$ cat src/dmas_params.svh
// constants of the dual multiply-subtract unit
`ifndef DMAS_PARAMS_SVH
`define DMAS_PARAMS_SVH
`define OFS_MODE    8'h00
`define OFS_CMD     8'h04
`define OFS_XDATA   8'h08
`define OFS_CDATA   8'h0c
`define OFS_COEFHI  8'h10
`define OFS_COEFLO  8'h14
`define OFS_ACC1LO  8'h18
`define OFS_ACC1HI  8'h1c
`define OFS_ACC2LO  8'h20
`define OFS_ACC2HI  8'h24
`define OFS_CPTR    8'h28
`define OFS_XPTR    8'h2c
`define OFS_ISTS    8'h30
`define OFS_IMASK   8'h34
`define OFS_CADDR   8'h38
`define MB_FRAC     0
`define MB_PSAT     1
`define MB_RSEL     2
`define MB_WIDE     3
`define MB_ASAT     4
`define MB_SEXT     5
`define CB_FORM_HI  1
`define CB_UNSD     2
`define CB_UNSC     3
`define CB_RND      4
`define CB_W40      5
`define CB_SKIP1    6
`define CB_SKIP2    7
`define CB_EXT      8
`define CB_REP_HI   15
`define CB_REP_LO   12
`define IB_OV1      0
`define IB_OV2      1
`define IB_BERR     2
`define IB_DONE     3
`define MODE_RST    6'h00
`define RND_HALF    41'h00_0000_8000
`define MIN17       17'h1_8000
`define PMAX32      32'h7fff_ffff
`define SAT40_POS   40'h7f_ffff_ffff
`define SAT40_NEG   40'h80_0000_0000
`define SAT32_POS   40'h00_7fff_ffff
`define SAT32_NEG   40'hff_8000_0000
`define CPTR_STEP   16'h0002
`define XPTR_STEP1  16'h0001
`define XPTR_STEP2  16'h0002
`define RESP_OKAY   2'b00
`define RESP_SLVERR 2'b10
`endif

$ cat src/dmas_pkg.sv
// types of the dual multiply-subtract unit
`default_nettype none
package dmas_pkg;
    typedef enum logic {idle_s, run_s} state_t;
    typedef enum logic [1:0] {form_dual, form_shared, form_long} form_t;
endpackage
`default_nettype wire

$ cat src/dual_multiply_subtract_unit.sv
// dual multiply-subtract datapath with axi4-lite register access
// Notes on behaviour
// - both units multiply-subtract in one cycle
// - shared word from x bus feeds both units
// - high coefficient half feeds second unit
// - low half at partner address, first unit
// - long word: high to second, low first
// - unsigned qualifier zero extends, else sign; data word sign extends only in sign-extension mode
// - fractional mode shifts product left one
// - product saturation mode governs product overflow
// - product sign extended, subtracted from accumulator
// - rounding qualifier rounds by selected method
// - overflow sets destination accumulator flag
// - overflow saturates when saturation mode set
// - wide qualifier forces wide mode once
// - external coefficient raises bus error
// - skipped unit idle, pointers still update
// - operation repeats inside repeat loop
// - coefficient pointer plus two, data minus one, or minus two for a long word
`include "dmas_params.svh"
`default_nettype none
module dual_multiply_subtract_unit
    import dmas_pkg::*;
(
    // clock and reset
    input  wire logic        aclk,
    input  wire logic        aresetn,
    // write address and data
    input  wire logic        awvalid,
    output logic             awready,
    input  wire logic [31:0] awaddr,
    input  wire logic [2:0]  awprot,
    input  wire logic        wvalid,
    output logic             wready,
    input  wire logic [31:0] wdata,
    input  wire logic [3:0]  wstrb,
    // write response
    output logic             bvalid,
    input  wire logic        bready,
    output logic [1:0]       bresp,
    // read
    input  wire logic        arvalid,
    output logic             arready,
    input  wire logic [31:0] araddr,
    input  wire logic [2:0]  arprot,
    output logic             rvalid,
    input  wire logic        rready,
    output logic [31:0]      rdata,
    output logic [1:0]       rresp,
    // interrupt
    output logic             irq
);
    logic        awready_q, wready_q, bvalid_q, arready_q, rvalid_q;
    logic [1:0]  bresp_q, rresp_q;
    logic [31:0] rdata_q, wdata_q;
    logic [3:0]  wstrb_q;
    logic [7:0]  awaddr_q;
    logic [5:0]  mode_q;
    logic [15:0] cmd_q;
    logic [15:0] xdata_q, cdata_q, chi_q, clo_q, cptr_q, xptr_q;
    logic [39:0] acc1_q, acc2_q;
    logic [3:0]  ists_q, imask_q, ists_set;
    logic [3:0]  rep_q;
    logic        irq_q;
    state_t      state_q;
    form_t       form;
    logic        do_wr, start, run_ok, berr, wide;
    logic [15:0] op2;
    logic [40:0] r1, r2;
    function automatic logic [31:0] merge(input logic [31:0] old, nw,
                                          input logic [3:0]  st);
        logic [31:0] m;
        m = old;
        for (int i = 0; i < 4; i++) begin
            if (st[i]) begin
                m[8*i +: 8] = nw[8*i +: 8];
            end
        end
        return m;
    endfunction
    function automatic logic mapped(input logic [7:0] a);
        return a <= `OFS_CADDR && a[1:0] == 2'b00;
    endfunction
    // returns {overflow, result}
    function automatic logic [40:0] mas(input logic [39:0] acc,
                                        input logic [15:0] a, b,
                                        input logic        ua, ub,
                                        input logic [5:0]  md,
                                        input logic        rnd, wd);
        logic signed [16:0] ea, eb;
        logic signed [33:0] pr;
        logic [31:0]        p;
        logic [40:0]        s;
        logic               ov;
        ea = {~ua & md[`MB_SEXT] & a[15], a};
        eb = {~ub & b[15], b};
        pr = ea * eb;
        p = md[`MB_FRAC] ? {pr[30:0], 1'b0} : pr[31:0];
        // with both operands signed, only -1 * -1 in fractional mode leaves 32-bit range
        if (md[`MB_PSAT] && md[`MB_FRAC] && ea == `MIN17 && eb == `MIN17) begin
            p = `PMAX32;
        end
        s = {acc[39], acc} - {{9{p[31]}}, p};
        if (rnd) begin
            s = s + `RND_HALF;
            if (md[`MB_RSEL] && s[15:0] == 16'h0000) begin
                s[16] = 1'b0;
            end
            s[15:0] = 16'h0000;
        end
        ov = wd ? (s[40] != s[39])
                : !(&s[40:31] || ~|s[40:31]);
        if (ov && md[`MB_ASAT]) begin
            if (wd) begin
                s[39:0] = s[40] ? `SAT40_NEG : `SAT40_POS;
            end else begin
                s[39:0] = s[40] ? `SAT32_NEG : `SAT32_POS;
            end
        end
        return {ov, s[39:0]};
    endfunction
    assign awready = awready_q;
    assign wready  = wready_q;
    assign bvalid  = bvalid_q;
    assign bresp   = bresp_q;
    assign arready = arready_q;
    assign rvalid  = rvalid_q;
    assign rdata   = rdata_q;
    assign rresp   = rresp_q;
    assign irq     = irq_q;
    // write channel: address and data taken in either order
    assign do_wr = !awready_q && !wready_q && !bvalid_q;
    always_ff @(posedge aclk) begin
        if (!aresetn) begin
            awready_q <= 1'b1;
            wready_q  <= 1'b1;
            bvalid_q  <= 1'b0;
            bresp_q   <= `RESP_OKAY;
            awaddr_q  <= 8'h00;
            wdata_q   <= 32'h0000_0000;
            wstrb_q   <= 4'h0;
        end else begin
            if (awvalid && awready_q) begin
                awready_q <= 1'b0;
                awaddr_q  <= awaddr[7:0];
            end
            if (wvalid && wready_q) begin
                wready_q <= 1'b0;
                wdata_q  <= wdata;
                wstrb_q  <= wstrb;
            end
            if (do_wr) begin
                bvalid_q <= 1'b1;
                bresp_q  <= mapped(awaddr_q) ? `RESP_OKAY : `RESP_SLVERR;
            end
            if (bvalid_q && bready) begin
                bvalid_q  <= 1'b0;
                awready_q <= 1'b1;
                wready_q  <= 1'b1;
            end
        end
    end

    // read channel
    always_ff @(posedge aclk) begin
        if (!aresetn) begin
            arready_q <= 1'b1;
            rvalid_q  <= 1'b0;
            rdata_q   <= 32'h0000_0000;
            rresp_q   <= `RESP_OKAY;
        end else if (arvalid && arready_q) begin
            arready_q <= 1'b0;
            rvalid_q  <= 1'b1;
            rresp_q   <= mapped(araddr[7:0]) ? `RESP_OKAY : `RESP_SLVERR;
            case (araddr[7:0])
                `OFS_MODE:   rdata_q <= {26'h0, mode_q};
                `OFS_CMD:    rdata_q <= {15'h0, state_q == run_s, cmd_q};
                `OFS_XDATA:  rdata_q <= {16'h0, xdata_q};
                `OFS_CDATA:  rdata_q <= {16'h0, cdata_q};
                `OFS_COEFHI: rdata_q <= {16'h0, chi_q};
                `OFS_COEFLO: rdata_q <= {16'h0, clo_q};
                `OFS_ACC1LO: rdata_q <= acc1_q[31:0];
                `OFS_ACC1HI: rdata_q <= {24'h0, acc1_q[39:32]};
                `OFS_ACC2LO: rdata_q <= acc2_q[31:0];
                `OFS_ACC2HI: rdata_q <= {24'h0, acc2_q[39:32]};
                `OFS_CPTR:   rdata_q <= {16'h0, cptr_q};
                `OFS_XPTR:   rdata_q <= {16'h0, xptr_q};
                `OFS_ISTS:   rdata_q <= {28'h0, ists_q};
                `OFS_IMASK:  rdata_q <= {28'h0, imask_q};
                // partner address flips bit 0: +1 when even, -1 when odd
                `OFS_CADDR:  rdata_q <= {cptr_q ^ 16'h0001, cptr_q};
                default:     rdata_q <= 32'h0000_0000;
            endcase
        end else if (rvalid_q && rready) begin
            rvalid_q  <= 1'b0;
            arready_q <= 1'b1;
        end
    end

    // operand routing and the two units
    assign start  = do_wr && awaddr_q == `OFS_CMD && state_q == idle_s;
    assign form   = form_t'(cmd_q[`CB_FORM_HI:0]);
    assign berr   = cmd_q[`CB_EXT];
    assign run_ok = state_q == run_s && !berr;
    assign wide   = mode_q[`MB_WIDE] | cmd_q[`CB_W40];
    // shared form feeds the x word to both; else c bus to second unit
    assign op2 = form == form_shared ? xdata_q : cdata_q;
    assign r1 = mas(acc1_q, xdata_q, clo_q, cmd_q[`CB_UNSD], cmd_q[`CB_UNSC],
                    mode_q, cmd_q[`CB_RND], wide);
    assign r2 = mas(acc2_q, op2, chi_q, cmd_q[`CB_UNSD], cmd_q[`CB_UNSC],
                    mode_q, cmd_q[`CB_RND], wide);

    // sequencer; repeat count gives extra passes
    always_ff @(posedge aclk) begin
        if (!aresetn) begin
            state_q <= idle_s;
            cmd_q   <= 16'h0000;
            rep_q   <= 4'h0;
        end else begin
            case (state_q)
                idle_s: begin
                    if (start) begin
                        cmd_q   <= 16'(merge({16'h0, cmd_q}, wdata_q,
                                             wstrb_q));
                        rep_q   <= wdata_q[`CB_REP_HI:`CB_REP_LO];
                        state_q <= run_s;
                    end
                end
                run_s: begin
                    if (rep_q == 4'h0 || berr) begin
                        state_q <= idle_s;
                    end else begin
                        rep_q <= rep_q - 4'h1;
                    end
                end
                default: state_q <= idle_s;
            endcase
        end
    end

    // mode and operand words; software only
    always_ff @(posedge aclk) begin
        if (!aresetn) begin
            mode_q  <= `MODE_RST;
            xdata_q <= 16'h0000;
            cdata_q <= 16'h0000;
            chi_q   <= 16'h0000;
            clo_q   <= 16'h0000;
        end else if (do_wr && state_q == idle_s) begin
            case (awaddr_q)
                `OFS_MODE:   mode_q  <= wdata_q[5:0];
                `OFS_XDATA:  xdata_q <= wdata_q[15:0];
                `OFS_CDATA:  cdata_q <= wdata_q[15:0];
                `OFS_COEFHI: chi_q   <= wdata_q[15:0];
                `OFS_COEFLO: clo_q   <= wdata_q[15:0];
                default: ;
            endcase
        end
    end

    // accumulators: a skipped unit keeps its value
    always_ff @(posedge aclk) begin
        if (!aresetn) begin
            acc1_q <= 40'h00_0000_0000;
            acc2_q <= 40'h00_0000_0000;
        end else if (run_ok) begin
            if (!cmd_q[`CB_SKIP1]) begin
                acc1_q <= r1[39:0];
            end
            if (!cmd_q[`CB_SKIP2]) begin
                acc2_q <= r2[39:0];
            end
        end else if (do_wr && state_q == idle_s) begin
            case (awaddr_q)
                `OFS_ACC1LO: acc1_q[31:0]  <= wdata_q;
                `OFS_ACC1HI: acc1_q[39:32] <= wdata_q[7:0];
                `OFS_ACC2LO: acc2_q[31:0]  <= wdata_q;
                `OFS_ACC2HI: acc2_q[39:32] <= wdata_q[7:0];
                default: ;
            endcase
        end
    end

    // pointers advance on every pass without a bus error, skipped unit or not
    always_ff @(posedge aclk) begin
        if (!aresetn) begin
            cptr_q <= 16'h0000;
            xptr_q <= 16'h0000;
        end else if (run_ok) begin
            cptr_q <= cptr_q + `CPTR_STEP;
            xptr_q <= xptr_q - (form == form_long ? `XPTR_STEP2
                                                  : `XPTR_STEP1);
        end else if (do_wr && state_q == idle_s) begin
            if (awaddr_q == `OFS_CPTR) begin
                cptr_q <= wdata_q[15:0];
            end
            if (awaddr_q == `OFS_XPTR) begin
                xptr_q <= wdata_q[15:0];
            end
        end
    end

    // sticky status; a new event beats a same-cycle clear
    always_comb begin
        ists_set = 4'h0;
        ists_set[`IB_OV1]  = run_ok && !cmd_q[`CB_SKIP1] && r1[40];
        ists_set[`IB_OV2]  = run_ok && !cmd_q[`CB_SKIP2] && r2[40];
        ists_set[`IB_BERR] = state_q == run_s && berr;
        ists_set[`IB_DONE] = state_q == run_s && (rep_q == 4'h0 || berr);
    end
    always_ff @(posedge aclk) begin
        if (!aresetn) begin
            ists_q  <= 4'h0;
            imask_q <= 4'h0;
            irq_q   <= 1'b0;
        end else begin
            if (do_wr && awaddr_q == `OFS_ISTS) begin
                ists_q <= (ists_q & ~wdata_q[3:0]) | ists_set;
            end else begin
                ists_q <= ists_q | ists_set;
            end
            if (do_wr && awaddr_q == `OFS_IMASK) begin
                imask_q <= wdata_q[3:0];
            end
            irq_q <= |(ists_q & imask_q);
        end
    end
endmodule
`default_nettype wire

$ cat config.mk
export PLATFORM = sky130hd
export DESIGN_NAME = dual_multiply_subtract_unit
export DESIGN_NICKNAME = d
export VERILOG_FILES = /design/src/dmas_pkg.sv /design/src/dual_multiply_subtract_unit.sv
export VERILOG_INCLUDE_DIRS = /design/src /design/src/src
export SDC_FILE = /design/constraint.sdc
export NUM_CORES = 2
export LEC_CHECK = 0
export ABC_CLOCK_PERIOD_IN_PS = 21900
export BUFFER_PORTS_ARGS = -buffer_cell sky130_fd_sc_hd__clkbuf_2
export CAP_MARGIN = 5
export CORE_UTILIZATION = 60
export DETAILED_ROUTE_END_ITERATION = 7
export GPL_TIMING_DRIVEN = 0
export PLACE_DENSITY = 0.78
export SYNTH_ARGS = -nofsm -noshare
export SYNTH_HDL_FRONTEND = slang
export SYNTH_SLANG_ARGS = --single-unit
export TNS_END_PERCENT = 5
$ cat constraint.sdc
create_clock -name aclk -period 21.9 [get_ports aclk]
set_input_delay 4.38 -clock aclk [delete_from_list [all_inputs] [get_ports aclk]]
set_output_delay 4.38 -clock aclk [all_outputs]
set_load 0.02 [all_outputs]
# [Word level (Yosys, flattened, before mapping)]
# Cells that the tools add are included.
[totals] register_bits=295 latchBits=0 ram_bits=0 rom_bits=0 inputBits=113 output_inout_bits=42 word_cells=223 mem_count=0
[op_classes] add_sub_neg=7 multipliers=2 n_div=0 n_lt_le_gt_ge=2 eq_ne=39 n_shift=0 muxes=50 bitwise_logic=16 reduce_logical=78
[op_table] op="$mux W40" n=14
[op_table] op="$pmux W32 S15" n=1
[op_table] op="$mux W32" n=6
[op_table] op="$mux W16" n=7
[op_table] op="$eq A8 B6 Y1 const B" n=13
[op_table] op="$add A41 B16 Y41 const B" n=2
[op_table] op="$mux W41" n=2
[op_table] op="$sub A40 B32 Y41" n=2
[op_table] op="$eq A17 B17 Y1 const B" n=4
[op_table] op="$eq A8 B5 Y1 const B" n=8
[op_table] op="$mul A17 B17 Y32" n=2
[op_table] op="$eq A8 B4 Y1 const B" n=4
[op_table] op="$logic_not A16 Y1" n=2
[op_table] op="$logic_and A1 B1 Y1" n=30
[op_table] op="$reduce_and A10 Y1" n=2
[op_table] op="$reduce_or A10 Y1" n=2
[op_table] op="$reduce_and A3 Y1" n=6
[op_table] op="$add A16 B2 Y16 const B" n=1
[op_table] op="$eq A8 B3 Y1 const B" n=2
[op_table] op="$le A8 B6 Y1 const B" n=2
[op_table] op="$logic_not A8 Y1" n=2
[op_table] op="$mux W8" n=2
[op_table] op="$reduce_and A2 Y1" n=8
[op_table] op="$reduce_bool A2 Y1" n=8
[op_table] op="other kinds (23)" n=62

# [Logic depth before layout (Yosys ltp)]
[depth] ltp_word=22 depth_mapped=57 ltp_nobuf=52

# [Worst setup path after synthesis]
# OpenSTA, ideal clock, no wires.
[synth_timing] path_type="reg2reg" start="register cmd_q[0]" end="register acc2_q[6]" arrival_ps=12221 t_required_ps=21824 setup_slack_ps=9604 path_stages_with_launch=50 period_less_slack_ps=12296 path_cell_list="dfxtp_1 nor2b_1 clkbuf_1 clkbuf_1 mux2_2 clkbuf_1 and2_1 fa_1 inv_1 fa_1 fa_1 inv_1 fa_1 fa_1 inv_1 fa_1 inv_1 ha_1 (+14 left out) o21bai_1 a221o_1 nand2_1 o21ai_0 a211oi_2 nand4_4 nor4_4 nand4_1 xor2_1 ha_1 nand3_1 a21oi_1 nand4b_1 o211a_2 or4_1 buf_2 or3_1 o211ai_2"
[synth_via] elab_chain_len=19
[synth_rtl] element="start: declaration" line="dual_multiply_subtract_unit.sv:59" text="logic [15:0] cmd_q;"
[synth_rtl] element="start signal: assignment" line="dual_multiply_subtract_unit.sv:223" text="cmd_q <= 16'(merge({16'h0, cmd_q}, wdata_q,"
[synth_rtl] element="$eq A2 B1 Y1 (*)" line="dual_multiply_subtract_unit.sv:207" text="assign op2 = form == form_shared ? xdata_q : cdata_q;"
[synth_rtl] element="$mux W16 (*)" line="dual_multiply_subtract_unit.sv:207"
[synth_rtl] element="branches (longest 4 deep; another with $mul A17 B17 Y32)"
[synth_rtl] element="$mux W32 (*)" line="dual_multiply_subtract_unit.sv:100" text="if (md[`MB_PSAT] && md[`MB_FRAC] && ea == `MIN17 && eb == `MIN17) begin"
[synth_rtl] element="$sub A40 B32 Y41 (*)" line="dual_multiply_subtract_unit.sv:103" text="s = {acc[39], acc} - {{9{p[31]}}, p};"
[synth_rtl] element="$add A41 B16 Y41 (no line)"
[synth_rtl] element="$mux W41 (*)" line="dual_multiply_subtract_unit.sv:104" text="if (rnd) begin"
[synth_rtl] element="$reduce_or A10 Y1" line="dual_multiply_subtract_unit.sv:112" text=": !(&s[40:31] || ~|s[40:31]);"
[synth_rtl] element="$logic_not A1 Y1" line="dual_multiply_subtract_unit.sv:112"
[synth_rtl] element="$logic_or A1 B1 Y1" line="dual_multiply_subtract_unit.sv:112"
[synth_rtl] element="$logic_not A1 Y1" line="dual_multiply_subtract_unit.sv:112"
[synth_rtl] element="$mux W1" line="dual_multiply_subtract_unit.sv:111" text="ov = wd ? (s[40] != s[39])"
[synth_rtl] element="$logic_and A1 B1 Y1" line="dual_multiply_subtract_unit.sv:113" text="if (ov && md[`MB_ASAT]) begin"
[synth_rtl] element="$mux W40 (*)" line="dual_multiply_subtract_unit.sv:113"
[synth_rtl] element="$mux W40 (*)" line="dual_multiply_subtract_unit.sv:270" text="if (!cmd_q[`CB_SKIP2]) begin"
[synth_rtl] element="$mux W40 (*)" line="dual_multiply_subtract_unit.sv:266" text="end else if (run_ok) begin"
[synth_rtl] element="end signal: assignment" line="dual_multiply_subtract_unit.sv:271" text="acc2_q <= r2[39:0];"
[synth_rtl] element="end signal: assignment" line="dual_multiply_subtract_unit.sv:277" text="`OFS_ACC2LO: acc2_q[31:0] <= wdata_q;"
[synth_rtl] element="end: declaration" line="dual_multiply_subtract_unit.sv:61" text="logic [39:0] acc1_q, acc2_q;"
# Mark *: on every way between the ends. The select of a mux whose other input is x is not followed.
# A chain may end at the register's enable or synchronous reset.

# [Final worst setup path]
[layout_timing] start="register cmd_q[0]" end="register acc2_q[19]"
# The elaborated chain is that of the path after synthesis.

==> impl_results.rst <==
.. list-table::
   :header-rows: 1

   * - Metric
     - Value
   * - H-tree level count
     - 2
   * - Mapped Area
     - 0.0420 mm²
   * - Fraction of layout cells with a size suffix above 1
     - 5.23%
   * - Required time reported for the critical path endpoint
     - 22.31 ns
   * - Total clock buffers created by CTS
     - 34
   * - Die W
     - 267 µm
   * - Cell Rows
     - 96
   * - Height of the die
     - 267 µm
   * - Maximum fanout encountered on the critical timing path
     - 10
   * - PwrDens
     - 28.7 mW/mm²
   * - IO buf count
     - 94
   * - First-pass detailed-route iteration total
     - 8
   * - Number of hold violations in the final report
     - 0
   * - Capturing element type of the critical path
     - flop
   * - Min Tclk post-route
     - 15.36 ns
   * - Worst setup path class
     - flop to flop
   * - Sum of negative setup slack
     - 0 ns
   * - Fraction of power consumed by sequential logic
     - 42.4%
   * - Period utilization
     - 70.1%
   * - Combined global-route utilization of all metal layers
     - 43.7%
   * - Multi-input combinational cell area
     - 0.0325 mm²
   * - Average cell area after synthesis
     - 8.10 µm²
   * - Overall die area
     - 0.0711 mm²
   * - FF-to-FF path depth
     - 47
   * - Vias in the first global route
     - 38.5k
   * - Clock net sink count
     - 293
   * - Portion of total power attributed to the clock network
     - 46.6%
   * - Internal Pwr Total
     - 920 µW
   * - Placed wire-length estimate after detailed placement
     - 125000 µm
   * - Number of gates resized after CTS
     - 0
   * - Synth cell types
     - 108
   * - Top-level port count
     - 155
   * - DR vias
     - 40.1k
   * - Insertion delay of the later-clocked pin in the worst-skew pair
     - 0.57 ns
   * - Largest buffer count on any clock path
     - 3
   * - Number of nets in the layout
     - 6251
   * - Final core utilization
     - 65.0%
   * - WP buf/inv
     - 10
   * - Final WL
     - 155000 µm
   * - Clk root buf
     - sky130_fd_sc_hd__clkbuf_16
   * - DRC violations left
     - 0
   * - Layout area overhead
     - 6.60%
   * - Leakage power summed over all cells
     - 0.0204 µW
   * - Worst setup skew after layout
     - 0.0241 ns
   * - Crit path largest cell delay
     - 0.83 ns
   * - Routed wirelength normalized by instance count
     - 24.7 µm
   * - Data arrival time of the worst path
     - 15.77 ns
   * - Launching instance or port of the critical path
     - cmd_q[0]$_SDFFE_PN0P_
   * - Max-slew headroom
     - 2.87%
   * - First DRT Iteration DRCs
     - 5784
   * - Dominant delay contributor by cell family on the critical path
     - compound AO/OA/AOI/OAI gates
   * - Met2 track utilization from global routing
     - 64.2%
   * - Switching share of power
     - 28.5%
   * - Most frequent cells in the layout
     - 741 x sky130_fd_sc_hd__nand2_1, 656 x sky130_fd_sc_hd__inv_1, 567 x sky130_fd_sc_hd__fa_1
   * - HP Class
     - flop to flop
   * - Number of warnings issued by yosys
     - 0
   * - Last element of the critical path
     - acc2_q[19]$_SDFFE_PN0P_
   * - Antenna violations before repair
     - 11
   * - Effective utilization at floorplan
     - 61.0%
   * - Post-synthesis sequential area ratio
     - 14.0%
   * - Cell area after layout
     - 0.0448 mm²
   * - Register-to-register setup slack
     - 6.54 ns
   * - # hold bufs at CTS
     - 0
   * - Fraction of registers with async set or reset after synthesis
     - 0%
   * - Count of nets left with antenna violations after detail routing
     - 0
   * - TritonCTS clock tree
     - yes
   * - Comb power frac
     - 11.1%
   * - Number of synthesized register bits
     - 293
   * - Beginning of the worst register-to-register path
     - cmd_q[0]$_SDFFE_PN0P_
   * - Number of enable-type register cells in the synthesized netlist
     - 0
   * - Max-capacitance violation count
     - 0
   * - Switching power total
     - 367 µW
   * - Final Setup Violations
     - 0
   * - Most common cell after layout, fill and taps aside
     - sky130_fd_sc_hd__nand2_1
   * - First-pass GRT wire length
     - 232000 µm
   * - Worst-margin pin slew
     - 1.45 ns
   * - Overflow left after global routing
     - 0
   * - Global-route track usage on met3
     - 12.2%
   * - Vias/cell
     - 6.39
   * - Maximum number of pins on one net before global-route repair
     - 15
   * - F_max
     - 65.1 MHz
   * - Post-Synthesis Cells
     - 5185
   * - Footprint of the flip-flops and latches
     - 0.00587 mm²
   * - Slowest-stage cell, CP
     - sky130_fd_sc_hd__o21bai_1
   * - Clock input transition at the sequential cells of the worst setup and hold paths
     - 0.07 ns
   * - Total of fill cells in the finished design
     - 6089
   * - Most heavily used metal layer in global routing
     - met2
   * - Post-CTS setup buffers
     - 0
   * - VDD IR max
     - 0.0447 mV
   * - Destination of the worst register-to-register timing path
     - acc2_q[19]$_SDFFE_PN0P_
   * - Core area
     - 0.0689 mm²
   * - Top flip-flop cell by instance count after synthesis
     - sky130_fd_sc_hd__dfxtp_1
   * - Result of the run
     - finished, final reports clean
   * - Routing usage on met1
     - 59.2%
   * - Area of placed instances
     - 0.0437 mm²
   * - Worst setup SP type
     - flop
   * - Cell depth of the worst setup path
     - 47
   * - Unrepaired setup endpoints after global routing
     - false
   * - Weighted congestion reported at the end of routability-driven placement
     - 1.11
   * - Max-slew violation count
     - 0
## worst min-delay path, stage by stage, from the launching register on
cell                      delay [ns]
sky130_fd_sc_hd__dfxtp_1        0.31
sky130_fd_sc_hd__nand2_1        0.05
sky130_fd_sc_hd__a21oi_1        0.05
## cells by family after synthesis
group	Yosys count	share of synthesized area, %
simple gates	1862	21.4
buf+inv	960	8.67
fa+ha+maj	821	34.6
mux	42	1.06
other cells	1	0.00892
compound gates	1027	16.5
xor+xnor	179	3.81
flops	293	14.0
## sequential cells by signal, summed over array words and instances (netlist names), 32 cells and up
| register | flops |
|---|---|
| acc2_q | 40 |
| rdata | 32 |
| wdata_q | 32 |
| acc1_q | 40 |
## worst min path at each step
stage / slack [ns] / endpoint / cells past startpoint / startpoint
3_5_place_dp: 0.45 / awaddr_q[7]$_SDFFE_PN0P_ / 2 / awaddr_q[7]$_SDFFE_PN0P_
6_report: 0.46 / awaddr_q[7]$_SDFFE_PN0P_ / 2 / awaddr_q[7]$_SDFFE_PN0P_
3_3_place_gp: 0.44 / awaddr_q[7]$_SDFFE_PN0P_ / 2 / awaddr_q[7]$_SDFFE_PN0P_
4_1_cts: 0.46 / cmd_q[15]$_SDFFE_PN0P_ / 2 / cmd_q[15]$_SDFFE_PN0P_
5_1_grt: 0.48 / awaddr_q[7]$_SDFFE_PN0P_ / 2 / awaddr_q[7]$_SDFFE_PN0P_
2_1_floorplan: 0.44 / cmd_q[15]$_SDFFE_PN0P_ / 2 / cmd_q[15]$_SDFFE_PN0P_
## power by group through the flow
stage	logic, µW	clock network (µW)	registers (µW)
after global routing	147	612	545
after detailed placement	133	0	557
after CTS	134	590	545
after global placement	133	0	556
final	142	599	545
after floorplan	81.0	0	555
## per-stage QoR
| step | power [µW] | hold slack (ns) | worst slack, ns | cells |
|---|---|---|---|---|
| 2_1_floorplan | 636 | 0.436 | 9.60 | 5186 |
| 3_3_place_gp | 689 | 0.441 | 7.00 | 6211 |
| 3_5_place_dp | 690 | 0.447 | 6.94 | 6211 |
| 4_1_cts | 1270 | 0.455 | 6.84 | 6269 |
| 5_1_grt | 1300 | 0.476 | 5.87 | 6270 |
| 6_report | 1290 | 0.455 | 6.54 | 6275 |
## routing by layer
metal	vias to the layer above	part of all wire (%)	routed length, µm
met3	568	14	21300
met5	-	0.054	84
li1	17400	-	-
met2	2683	42	64700
met1	19400	39	59700
met4	10	5.8	8990
## cell usage after synthesis (all sizes together), types with 24 or more instances
cell | number | area (µm²)
a211oi | 70 | 541
a21boi | 52 | 390
a21o | 42 | 315
a21oi | 311 | 1590
a221oi | 34 | 298
a222oi | 25 | 250
a22o | 26 | 228
a22oi | 30 | 225
a31oi | 42 | 284
and2 | 299 | 1870
and3 | 56 | 350
buf | 27 | 140
clkbuf | 274 | 1030
dfxtp | 293 | 5870
fa | 567 | 11400
ha | 254 | 3180
inv | 659 | 2470
nand2 | 742 | 2790
nand2b | 36 | 225
nand3 | 113 | 566
nand4 | 30 | 209
nor2 | 310 | 1160
nor2b | 48 | 300
nor3 | 68 | 355
nor4 | 35 | 255
o211ai | 41 | 333
o21ai | 158 | 798
o221ai | 24 | 210
o31ai | 34 | 269
or2 | 37 | 231
xnor2 | 120 | 1080
xor2 | 59 | 524
## area by class of cell
cell class / instances / area share [%]
diodes: 5 / 0.0279
plain buffers: 301 / 2.61
multi-input cells: 3933 / 72.6
clock inverters: 16 / 0.399
well taps: 931 / 2.60
repair buffers: 95 / 1.08
flip-flops and latches: 293 / 13.1
clock buffers: 42 / 2.08
inverters: 659 / 5.52
Power figures use the tool's default switching activity.
